### src/pkg/lsr_map.vh
// Register map, command fields, slave addresses and reset values
`ifndef LSR_MAP_VH
`define LSR_MAP_VH
// Command byte fields
`define LSR_CMD_BIT     7
`define LSR_CLR_BIT     6
`define LSR_WORD_BIT    5
`define LSR_BLOCK_BIT   4
`define LSR_PTR_MSB     3
// Register offsets
`define LSR_OFF_PWR     4'h0
`define LSR_OFF_TIM     4'h1
`define LSR_OFF_LL0     4'h2
`define LSR_OFF_LL1     4'h3
`define LSR_OFF_HL0     4'h4
`define LSR_OFF_HL1     4'h5
`define LSR_OFF_IRQ     4'h6
`define LSR_OFF_TEST    4'h8
`define LSR_OFF_ID      4'hA
`define LSR_OFF_BLK     4'hB
`define LSR_OFF_C0L     4'hC
`define LSR_OFF_C0H     4'hD
`define LSR_OFF_C1L     4'hE
`define LSR_OFF_C1H     4'hF
// Reset values
`define LSR_RST_PTR     4'h0
`define LSR_RST_PWR     8'h00
`define LSR_RST_TIM     8'h02
`define LSR_RST_LIM     8'h00
`define LSR_RST_IRQ     8'h00
// Slave addresses by select level
`define LSR_ADDR_GND    7'h29
`define LSR_ADDR_FLOAT  7'h39
`define LSR_ADDR_VDD    7'h49
`define LSR_SEL_GND     2'h0
`define LSR_SEL_FLOAT   2'h1
// Byte count inserted by the result block read
`define LSR_BLK_COUNT   8'h04
// Bits per byte on the link
`define LSR_BYTE_BITS   4'h8
`endif

### src/rtl/lsr_top.v
// Two-wire slave front end with the light sensor register space
//
// What this block does
// - A written byte with bit 7 set is a command, never register data.
// - Low four command bits become the stored register pointer.
// - Data bytes after a command go to the pointed register.
// - Receive byte returns the register the stored pointer selects.
// - Send, receive, write byte, word and block transfers all work.
// - Plain write and combined read with repeated start work.
// - Block byte-count byte is ignored; length is what actually moves.
// - Reads keep sending bytes until the master answers not-acknowledge.
// - Master may read right after the address; device turns transmitter.
// - Pointer holds zero after reset.
// - Command bit 6 pulses an interrupt clear and never stays set.
// - Command bit 5 marks a two-byte word transfer.
// - Command bit 4 marks a block transfer.
// - Sixteen locations; 7, 9, B reserved, 8 factory test.
// - Channel results as low byte then high byte at C..F.
// - Block read at pointer B inserts count 4 then four result bytes.
// - The only block read with a count is the 32-bit result block.
// - Slave address picked by the select pin: low, floating or high.
`timescale 1ns/1ps
`include "lsr_map.vh"

module lsr_top #(
    parameter [7:0] PART_ID = 8'h5A  // Arbitrary identity value
) (
    // Clock and reset
    input  wire        clk_sys,
    input  wire        rst,
    // Two-wire link
    input  wire        scl_in,
    input  wire        sda_in,
    output reg         sda_out,
    output reg         sda_oe,
    // Address select pin, 0 low, 1 floating, 2 high
    input  wire [1:0]  addr_sel,
    // Conversion results
    input  wire [15:0] ch0_result,
    input  wire [15:0] ch1_result,
    // Register contents towards the sensor core
    output reg  [7:0]  power_control,
    output reg  [7:0]  integration_setup,
    output reg  [7:0]  low_limit_byte0,
    output reg  [7:0]  low_limit_byte1,
    output reg  [7:0]  high_limit_byte0,
    output reg  [7:0]  high_limit_byte1,
    output reg  [7:0]  irq_config,
    output reg         irq_clear
);

////////////////////////////////////////////////////////////////////////
// States, one-hot
//   idle : bus free, or frame addressed to another slave
//   rx   : shifting in an address or a written byte
//   ack  : device pulls SDA low for the acknowledge bit
//   tx   : device shifts out a read byte, MSB first
//   rack : master answers the read byte with ACK or NACK
// One-hot costs five flops; the case decode still compares all five state bits.
localparam [4:0] ST_IDLE = 5'b00001;
localparam [4:0] ST_RX   = 5'b00010;
localparam [4:0] ST_ACK  = 5'b00100;
localparam [4:0] ST_TX   = 5'b01000;
localparam [4:0] ST_RACK = 5'b10000;

// Pin synchroniser stages and filtered levels
reg  [2:0]  scl_sh;
reg  [2:0]  sda_sh;
reg         scl_f;
reg         sda_f;
reg         scl_d;
reg         sda_d;

// Address select stages and accepted level
reg  [1:0]  asel1;
reg  [1:0]  asel2;
reg  [1:0]  asel3;
reg  [1:0]  asel;

// Frame sequencing
reg  [4:0]  state;
reg  [3:0]  bit_cnt;
reg  [7:0]  shreg;
reg         addr_phase;
reg         rd_mode;
reg         ack_ok;

// Pointer and transfer kind from the last command byte
reg  [3:0]  ptr;
reg         word_f;
reg         block_f;
reg         skip_cnt;
reg         ins_cnt;

// Result snapshot, address match and read byte
reg  [31:0] snap;
reg  [6:0]  my_addr;
reg  [7:0]  tx_byte;

// Edges, all taken from the filtered levels
wire scl_rise = scl_f & ~scl_d;
wire scl_fall = ~scl_f & scl_d;
// SDA moving while SCL stays high marks start or stop
wire start_c  = scl_f & scl_d & sda_d & ~sda_f;
wire stop_c   = scl_f & scl_d & ~sda_d & sda_f;
// Pointer auto-step applies to word and block transfers only
wire step_ptr = word_f | block_f;
// Fall of SCL after the eighth bit ends a byte
wire byte_end = scl_fall && (bit_cnt == `LSR_BYTE_BITS);

////////////////////////////////////////////////////////////////////////
// Pin synchronisers; a level counts once stages two and three agree
// Filters start high so a reset release is not taken for a start.
// Latency is about four clocks, well inside the link's low phase.
// No clock stretching: every reply must fit inside that low phase.
always @(posedge clk_sys) begin
    if (rst) begin
        scl_sh <= 3'h7;
        sda_sh <= 3'h7;
        scl_f  <= 1'b1;
        sda_f  <= 1'b1;
        scl_d  <= 1'b1;
        sda_d  <= 1'b1;
        asel1  <= 2'h0;
        asel2  <= 2'h0;
        asel3  <= 2'h0;
        asel   <= 2'h0;
    end else begin
        scl_sh <= {scl_sh[1:0], scl_in};
        sda_sh <= {sda_sh[1:0], sda_in};
        asel1  <= addr_sel;
        asel2  <= asel1;
        asel3  <= asel2;
        if (scl_sh[1] == scl_sh[2]) begin
            scl_f <= scl_sh[2];
        end
        if (sda_sh[1] == sda_sh[2]) begin
            sda_f <= sda_sh[2];
        end
        if (asel2 == asel3) begin
            asel <= asel3;
        end
        scl_d <= scl_f;
        sda_d <= sda_f;
    end
end

////////////////////////////////////////////////////////////////////////
// Slave address from the select level
// Values two and three both mean the pin is tied high.
// The level is resynchronised so a moving pin cannot glitch the match.
always @* begin
    if (asel == `LSR_SEL_GND) begin
        my_addr = `LSR_ADDR_GND;
    end else if (asel == `LSR_SEL_FLOAT) begin
        my_addr = `LSR_ADDR_FLOAT;
    end else begin
        my_addr = `LSR_ADDR_VDD;
    end
end

////////////////////////////////////////////////////////////////////////
// Read data; results come from a snapshot so a block is coherent
// Snapshot is taken at each address match, so the two bytes of a
// channel never come from different conversions.
// Inserted count byte overrides the pointer for one byte only.
// Reserved and factory test locations read as zero.
always @* begin
    if (ins_cnt) begin
        tx_byte = `LSR_BLK_COUNT;
    end else if (ptr == `LSR_OFF_PWR) begin
        tx_byte = power_control;
    end else if (ptr == `LSR_OFF_TIM) begin
        tx_byte = integration_setup;
    end else if (ptr == `LSR_OFF_LL0) begin
        tx_byte = low_limit_byte0;
    end else if (ptr == `LSR_OFF_LL1) begin
        tx_byte = low_limit_byte1;
    end else if (ptr == `LSR_OFF_HL0) begin
        tx_byte = high_limit_byte0;
    end else if (ptr == `LSR_OFF_HL1) begin
        tx_byte = high_limit_byte1;
    end else if (ptr == `LSR_OFF_IRQ) begin
        tx_byte = irq_config;
    end else if (ptr == `LSR_OFF_ID) begin
        tx_byte = PART_ID;
    end else if (ptr == `LSR_OFF_C0L) begin
        tx_byte = snap[7:0];
    end else if (ptr == `LSR_OFF_C0H) begin
        tx_byte = snap[15:8];
    end else if (ptr == `LSR_OFF_C1L) begin
        tx_byte = snap[23:16];
    end else if (ptr == `LSR_OFF_C1H) begin
        tx_byte = snap[31:24];
    end else begin
        tx_byte = 8'h00;
    end
end

////////////////////////////////////////////////////////////////////////
// Link state machine, register writes and pointer handling
// Start and stop win over any state: a frame cut short by either
// leaves the device released and ready for the next address.
// Register writes land at the fall after the eighth bit, together
// with the acknowledge, so an acknowledged byte is already stored.
// Block commands skip one count byte; word and block step the pointer.
always @(posedge clk_sys) begin
    if (rst) begin
        // Registers and pointer take their power-on values
        state             <= ST_IDLE;
        bit_cnt           <= 4'h0;
        shreg             <= 8'h00;
        addr_phase        <= 1'b0;
        rd_mode           <= 1'b0;
        ack_ok            <= 1'b0;
        ptr               <= `LSR_RST_PTR;
        word_f            <= 1'b0;
        block_f           <= 1'b0;
        skip_cnt          <= 1'b0;
        ins_cnt           <= 1'b0;
        snap              <= 32'h00000000;
        sda_out           <= 1'b0;
        sda_oe            <= 1'b0;
        power_control     <= `LSR_RST_PWR;
        integration_setup <= `LSR_RST_TIM;
        low_limit_byte0   <= `LSR_RST_LIM;
        low_limit_byte1   <= `LSR_RST_LIM;
        high_limit_byte0  <= `LSR_RST_LIM;
        high_limit_byte1  <= `LSR_RST_LIM;
        irq_config        <= `LSR_RST_IRQ;
        irq_clear         <= 1'b0;
    end else begin
        // Pulse output drops unless a command sets it below
        irq_clear <= 1'b0;
        if (start_c) begin
            // Start or repeated start always reopens the address phase
            state      <= ST_RX;
            bit_cnt    <= 4'h0;
            addr_phase <= 1'b1;
            sda_oe     <= 1'b0;
        end else if (stop_c) begin
            state  <= ST_IDLE;
            sda_oe <= 1'b0;
        end else begin
            case (state)
                ST_RX: begin
                    // Shift in one bit per filtered rise
                    if (scl_rise && bit_cnt != `LSR_BYTE_BITS) begin
                        shreg   <= {shreg[6:0], sda_f};
                        bit_cnt <= bit_cnt + 4'h1;
                    end else if (byte_end && addr_phase) begin
                        // Address byte: compare and latch direction
                        addr_phase <= 1'b0;
                        if (shreg[7:1] == my_addr) begin
                            state   <= ST_ACK;
                            sda_oe  <= 1'b1;
                            rd_mode <= shreg[0];
                            snap    <= {ch1_result, ch0_result};
                        end else begin
                            // Not this slave: ignore until the next start
                            state <= ST_IDLE;
                        end
                    end else if (byte_end) begin
                        state  <= ST_ACK;
                        sda_oe <= 1'b1;
                        // Command byte: pointer and transfer kind
                        if (shreg[`LSR_CMD_BIT]) begin
                            ptr      <= shreg[`LSR_PTR_MSB:0];
                            word_f   <= shreg[`LSR_WORD_BIT];
                            block_f  <= shreg[`LSR_BLOCK_BIT];
                            skip_cnt <= shreg[`LSR_BLOCK_BIT];
                            ins_cnt  <= shreg[`LSR_BLOCK_BIT] &&
                                        (shreg[`LSR_PTR_MSB:0] == `LSR_OFF_BLK);
                            irq_clear <= shreg[`LSR_CLR_BIT];
                        end else if (skip_cnt) begin
                            // Count byte of a block write is dropped
                            skip_cnt <= 1'b0;
                        end else begin
                            // Read-only and reserved locations drop writes
                            if (ptr == `LSR_OFF_PWR) begin
                                power_control <= shreg;
                            end else if (ptr == `LSR_OFF_TIM) begin
                                integration_setup <= shreg;
                            end else if (ptr == `LSR_OFF_LL0) begin
                                low_limit_byte0 <= shreg;
                            end else if (ptr == `LSR_OFF_LL1) begin
                                low_limit_byte1 <= shreg;
                            end else if (ptr == `LSR_OFF_HL0) begin
                                high_limit_byte0 <= shreg;
                            end else if (ptr == `LSR_OFF_HL1) begin
                                high_limit_byte1 <= shreg;
                            end else if (ptr == `LSR_OFF_IRQ) begin
                                irq_config <= shreg;
                            end
                            if (step_ptr) begin
                                ptr <= ptr + 4'h1;
                            end
                        end
                    end
                end
                ST_ACK: begin
                    // End of acknowledge: load a read byte or keep receiving
                    if (scl_fall) begin
                        bit_cnt <= 4'h0;
                        if (rd_mode) begin
                            state  <= ST_TX;
                            shreg  <= tx_byte;
                            sda_oe <= ~tx_byte[7];
                            if (ins_cnt) begin
                                ins_cnt <= 1'b0;
                                ptr     <= `LSR_OFF_C0L;
                            end else if (step_ptr) begin
                                ptr <= ptr + 4'h1;
                            end
                        end else begin
                            state  <= ST_RX;
                            sda_oe <= 1'b0;
                        end
                    end
                end
                ST_TX: begin
                    // Next bit goes out after each fall, MSB first
                    if (scl_fall) begin
                        if (bit_cnt == 4'h7) begin
                            // Release SDA for the master's answer
                            state  <= ST_RACK;
                            sda_oe <= 1'b0;
                        end else begin
                            shreg   <= {shreg[6:0], 1'b0};
                            sda_oe  <= ~shreg[6];
                            bit_cnt <= bit_cnt + 4'h1;
                        end
                    end
                end
                ST_RACK: begin
                    // Master's answer is sampled at the rise
                    if (scl_rise) begin
                        ack_ok <= ~sda_f;
                    end else if (scl_fall) begin
                        bit_cnt <= 4'h0;
                        if (ack_ok) begin
                            // Master acknowledged: next byte follows
                            state  <= ST_TX;
                            shreg  <= tx_byte;
                            sda_oe <= ~tx_byte[7];
                            if (ins_cnt) begin
                                ins_cnt <= 1'b0;
                                ptr     <= `LSR_OFF_C0L;
                            end else if (step_ptr) begin
                                ptr <= ptr + 4'h1;
                            end
                        end else begin
                            state <= ST_IDLE;
                        end
                    end
                end
                default: begin
                    // Any illegal code returns to idle
                    state <= ST_IDLE;
                end
            endcase
        end
    end
end

endmodule

### config.mk
export PLATFORM = sky130hd
export DESIGN_NAME = lsr_top
export DESIGN_NICKNAME = d
export VERILOG_FILES = /design/src/rtl/lsr_top.v
export VERILOG_INCLUDE_DIRS = /design/src /design/src/pkg
export SDC_FILE = /design/constraint.sdc
export NUM_CORES = 1
export LEC_CHECK = 0
export BUFFER_PORTS_ARGS = -buffer_cell sky130_fd_sc_hd__buf_2
export CORE_ASPECT_RATIO = 1.4
export CORE_MARGIN = 2
export CORE_UTILIZATION = 50
export DETAILED_ROUTE_END_ITERATION = 8
export HOLD_SLACK_MARGIN = 0.02
export PLACE_DENSITY = 0.82
export SLEW_MARGIN = 20
export SYNTH_ARGS = -nofsm -noshare
export SYNTH_HDL_FRONTEND = slang
export SYNTH_SLANG_ARGS = --single-unit
### constraint.sdc
create_clock -name clk_sys -period 4.4 [get_ports clk_sys]
set_input_delay 0.22 -clock clk_sys [delete_from_list [all_inputs] [get_ports clk_sys]]
set_output_delay 0.22 -clock clk_sys [all_outputs]
set_load 0.1 [all_outputs]
==> results.toml <==
[floorplan]
die_width_um = 100
core.rowCount = 49
dieHeight_um = 139
die-area_sq_um = 13900
ios = 97
core_area_sq_um = 12800
initial_core_utilization_pct = 50.8

[timing]
final-hold-violation-count = 0
timing_max_transition_violations_final = 0
max_freq_mhz = 350
finalSetupViolations = 0
final_cycle_utilization_of_the_critical_path_pct = 65.0
actual_slew_at_the_worst_max_slew_pin_ps = 927
finalCriticalPeriod_ps = 2860
clock_skew_ps = 11.1
setup-tns-final_ps = 0
grt_setup_unrepaired = "no"
hold-worst-slack_ps = 42.5
slew_headroom_pct = 38.2

[global_route]
grt_pass1_wl_mm = 29.9
overflow = 0
largest_net_degree_at_the_start_of_global_routing = 79
antenna_found_initial = 0
global_route.usage.total_pct = 26.8
grt_pass1_vias = 5826

[clock_tree]
tritoncts = "done"
worstSkewPairLatency_ps = 420
cts_buffers = 17
clkSinkCount = 129
clock-root-buffer = "sky130_fd_sc_hd__clkbuf_16"
htree_levels = 4
postCtsSetupBuffers = 0
clk_pin_slew_worst_paths_ps = 60
clock_tree.buffer_depth = 2
number_of_cells_upsized_or_downsized_after_cts = 0

[status]
outcome = "finished, final reports clean"

[yosys]
synth_flop_cell = "sky130_fd_sc_hd__dfxtp_1"
async_reset_ff_share_pct = 0
ys_top_cells_by_count = "159 x sky130_fd_sc_hd__nand2_1, 129 x sky130_fd_sc_hd__dfxtp_1, 87 x sky130_fd_sc_hd__a21oi_1, 75 x sky130_fd_sc_hd__nor2_1, 37 x sky130_fd_sc_hd__clkbuf_1"
synth_top_cells_by_area = "sky130_fd_sc_hd__dfxtp_1 40%, sky130_fd_sc_hd__nand2_1 9.2%, sky130_fd_sc_hd__a21oi_1 6.7%"
post_synth_num_cell_types = 77
synth_cells = 819
number_of_flops_mapped_to_enable_cells_by_yosys = 0
share_of_yosys_cell_area_claimed_by_the_top_area_cell_type_pct = 39.9
synth_area_leader_cell = "sky130_fd_sc_hd__dfxtp_1"
synthesis.yosys.warnings = 0
yosysMostFrequentCell = "sky130_fd_sc_hd__nand2_1"
ys_seq_area_share_pct = 39.9
netlist_area_sq_um = 6480
syn_avg_cell_area_sq_um = 7.91
yosys_register_bits = 129

[placement]
place.port_buffers = 88
place.detailed.hpwl_mm = 12.6
routabilityCongestion = 0.971

[power]
p_leak_uw = 0.00297
ir_drop_worst_case_vdd_mv = 0.276
clock_power_share_pct = 53.3
switching_share_of_power_pct = 23.9
p_int_uw = 2050
power_density_nw_per_um2 = 358
net-switching-power_uw = 641
comb_power_share_pct = 2.9
seq_power_share_pct = 43.7

[layout]
antenna-diode-count = 0
flow.area_growth_from_synthesis_pct = 15.8
drive_gt1_share_pct = 18.1
finish.net_count = 922

[setup_path]
critical_path_required_ps = 4700
crit_path_end_kind = "register"
timing.critical_path.arrival_ps = 3160
worst_r2r_path_cells = 6
cp_max_fo = 13
timing.critical_path.from_type = "register"
timing.setup.critical_path_class = "register to register"

[job]
drv_cap = 0

[detailed_routing]
drtIter0Drc = 657
vias = 6236
drc_errors = 0
detailedRoute.firstPassIterationCount = 6
postRouteAntennaNets = 0
drt-vias-per-instance = 5.97
wirelength_per_cell_um = 17.8
postRouteWirelength_mm = 18.6

[min_path]
holdPathStages = 3
worst_hold_path_type = "input port to register"
## flip-flops by register name, summed over array words and instances (netlist names), 2 cells and up
register	count
asel2	2
asel1	2
asel	2
asel3	2
shreg	8
bit_cnt	4
ptr	4
low_limit_byte0	7
low_limit_byte1	7
state	5
high_limit_byte1	7
power_control	7
sda_sh	3
irq_config	7
high_limit_byte0	7
snap	32
scl_sh	3
integration_setup	7
## power by group through the flow
| stage | combinational, uW | clock (uW) | sequential [uW] |
|---|---|---|---|
| 2_1_floorplan | 59.8 | 0 | 1200 |
| 3_3_place_gp | 75.8 | 0 | 1200 |
| 3_5_place_dp | 75.9 | 0 | 1200 |
| 4_1_cts | 78.6 | 1440 | 1180 |
| 5_1_grt | 84.5 | 1490 | 1170 |
| 6_report | 79.2 | 1430 | 1170 |
## cells in the final DEF, fill, tap and decap left out, types with 9 or more instances in the layout
master and count:
sky130_fd_sc_hd__nor2b_1 12, sky130_fd_sc_hd__nand2_1 159, sky130_fd_sc_hd__or2_2 12, sky130_fd_sc_hd__o21ai_0 25, sky130_fd_sc_hd__mux2i_1 32, sky130_fd_sc_hd__nor2_1 75, sky130_fd_sc_hd__buf_4 9, sky130_fd_sc_hd__buf_2 87
sky130_fd_sc_hd__nand2b_1 19, sky130_fd_sc_hd__a21oi_1 87, sky130_fd_sc_hd__clkbuf_16 17, sky130_fd_sc_hd__dfxtp_1 129, sky130_fd_sc_hd__o211ai_1 11, sky130_fd_sc_hd__nand3_1 14, sky130_fd_sc_hd__inv_1 19, sky130_fd_sc_hd__a211oi_1 9
## layout make-up
| cell class | count | area [sq um] |
|---|---|---|
| fill | 1136 | 5260 |
| tap | 153 | 191 |
| multi-input combinational | 610 | 3510 |
| sequential | 129 | 2580 |
| timing repair buffer | 100 | 543 |
| inverter | 20 | 75.1 |
| clock inverter | 15 | 173 |
| clock buffer | 17 | 425 |
## per-stage QoR
| step | std cells | util, % | worst slack, ps | power, uW | instance area (sq um) |
|---|---|---|---|---|---|
| after floorplan | 826 | - | 2050 | 1260 | 6500 |
| after global placement | 1008 | 53.8 | 1660 | 1280 | 6860 |
| after detailed placement | 1008 | 53.8 | 1630 | 1280 | 6860 |
| after CTS | 1044 | 58.8 | 1620 | 2690 | 7500 |
| after global routing | 1044 | 58.8 | 1110 | 2750 | 7500 |
| final | 1044 | 58.8 | 1540 | 2690 | 7500 |
## kinds of logic after synthesis
group                    after synthesis  synth area share, %
AND/OR/NAND/NOR                      344                 25.5
AO/OA/AOI/OAI                        211                 20.8
flip-flops                           129                 39.9
buffers and inverters                 87                 6.38
multiplexers                          33                 5.12
XOR/XNOR                               8                 1.08
adder cells (fa/ha/maj)                6                 1.16
other                                  1               0.0579
## worst max-delay path, stage by stage (launching register included)
cell and delay [ps]:
sky130_fd_sc_hd__dfxtp_1 420, sky130_fd_sc_hd__nor3_1 650, sky130_fd_sc_hd__nand2_1 500, sky130_fd_sc_hd__nand2_1 280
sky130_fd_sc_hd__a21boi_0 420, sky130_fd_sc_hd__a21oi_1 150, sky130_fd_sc_hd__o32ai_1 310
## per-layer routing
| metal | vias up | track usage, % | routed length, um |
|---|---|---|---|
| met3 | 66 | 4.28 | 1220 |
| met2 | 280 | 43.3 | 9310 |
| li1 | 2976 | - | - |
| met1 | 2914 | 33.7 | 7150 |
| met4 | 0 | 14.8 | 890 |
| met5 | - | 0 | 0 |
## final timing paths
kind                 startpoint         to  slack, ps
setup / recovery       state[3]     ptr[0]       1540
hold / removal    ch1_result[9]   snap[25]         40
setup reg to reg       state[3]     ptr[0]       1540
hold reg to reg       sda_sh[0]  sda_sh[1]        410
## what timing repair did
action                                  in CTS  in global routing
hold buffers                                 4                  0
endpoints found under the hold margin        4                  0
endpoints found under the setup margin       0                  0
No activity file was read; power rests on OpenSTA's default activity.
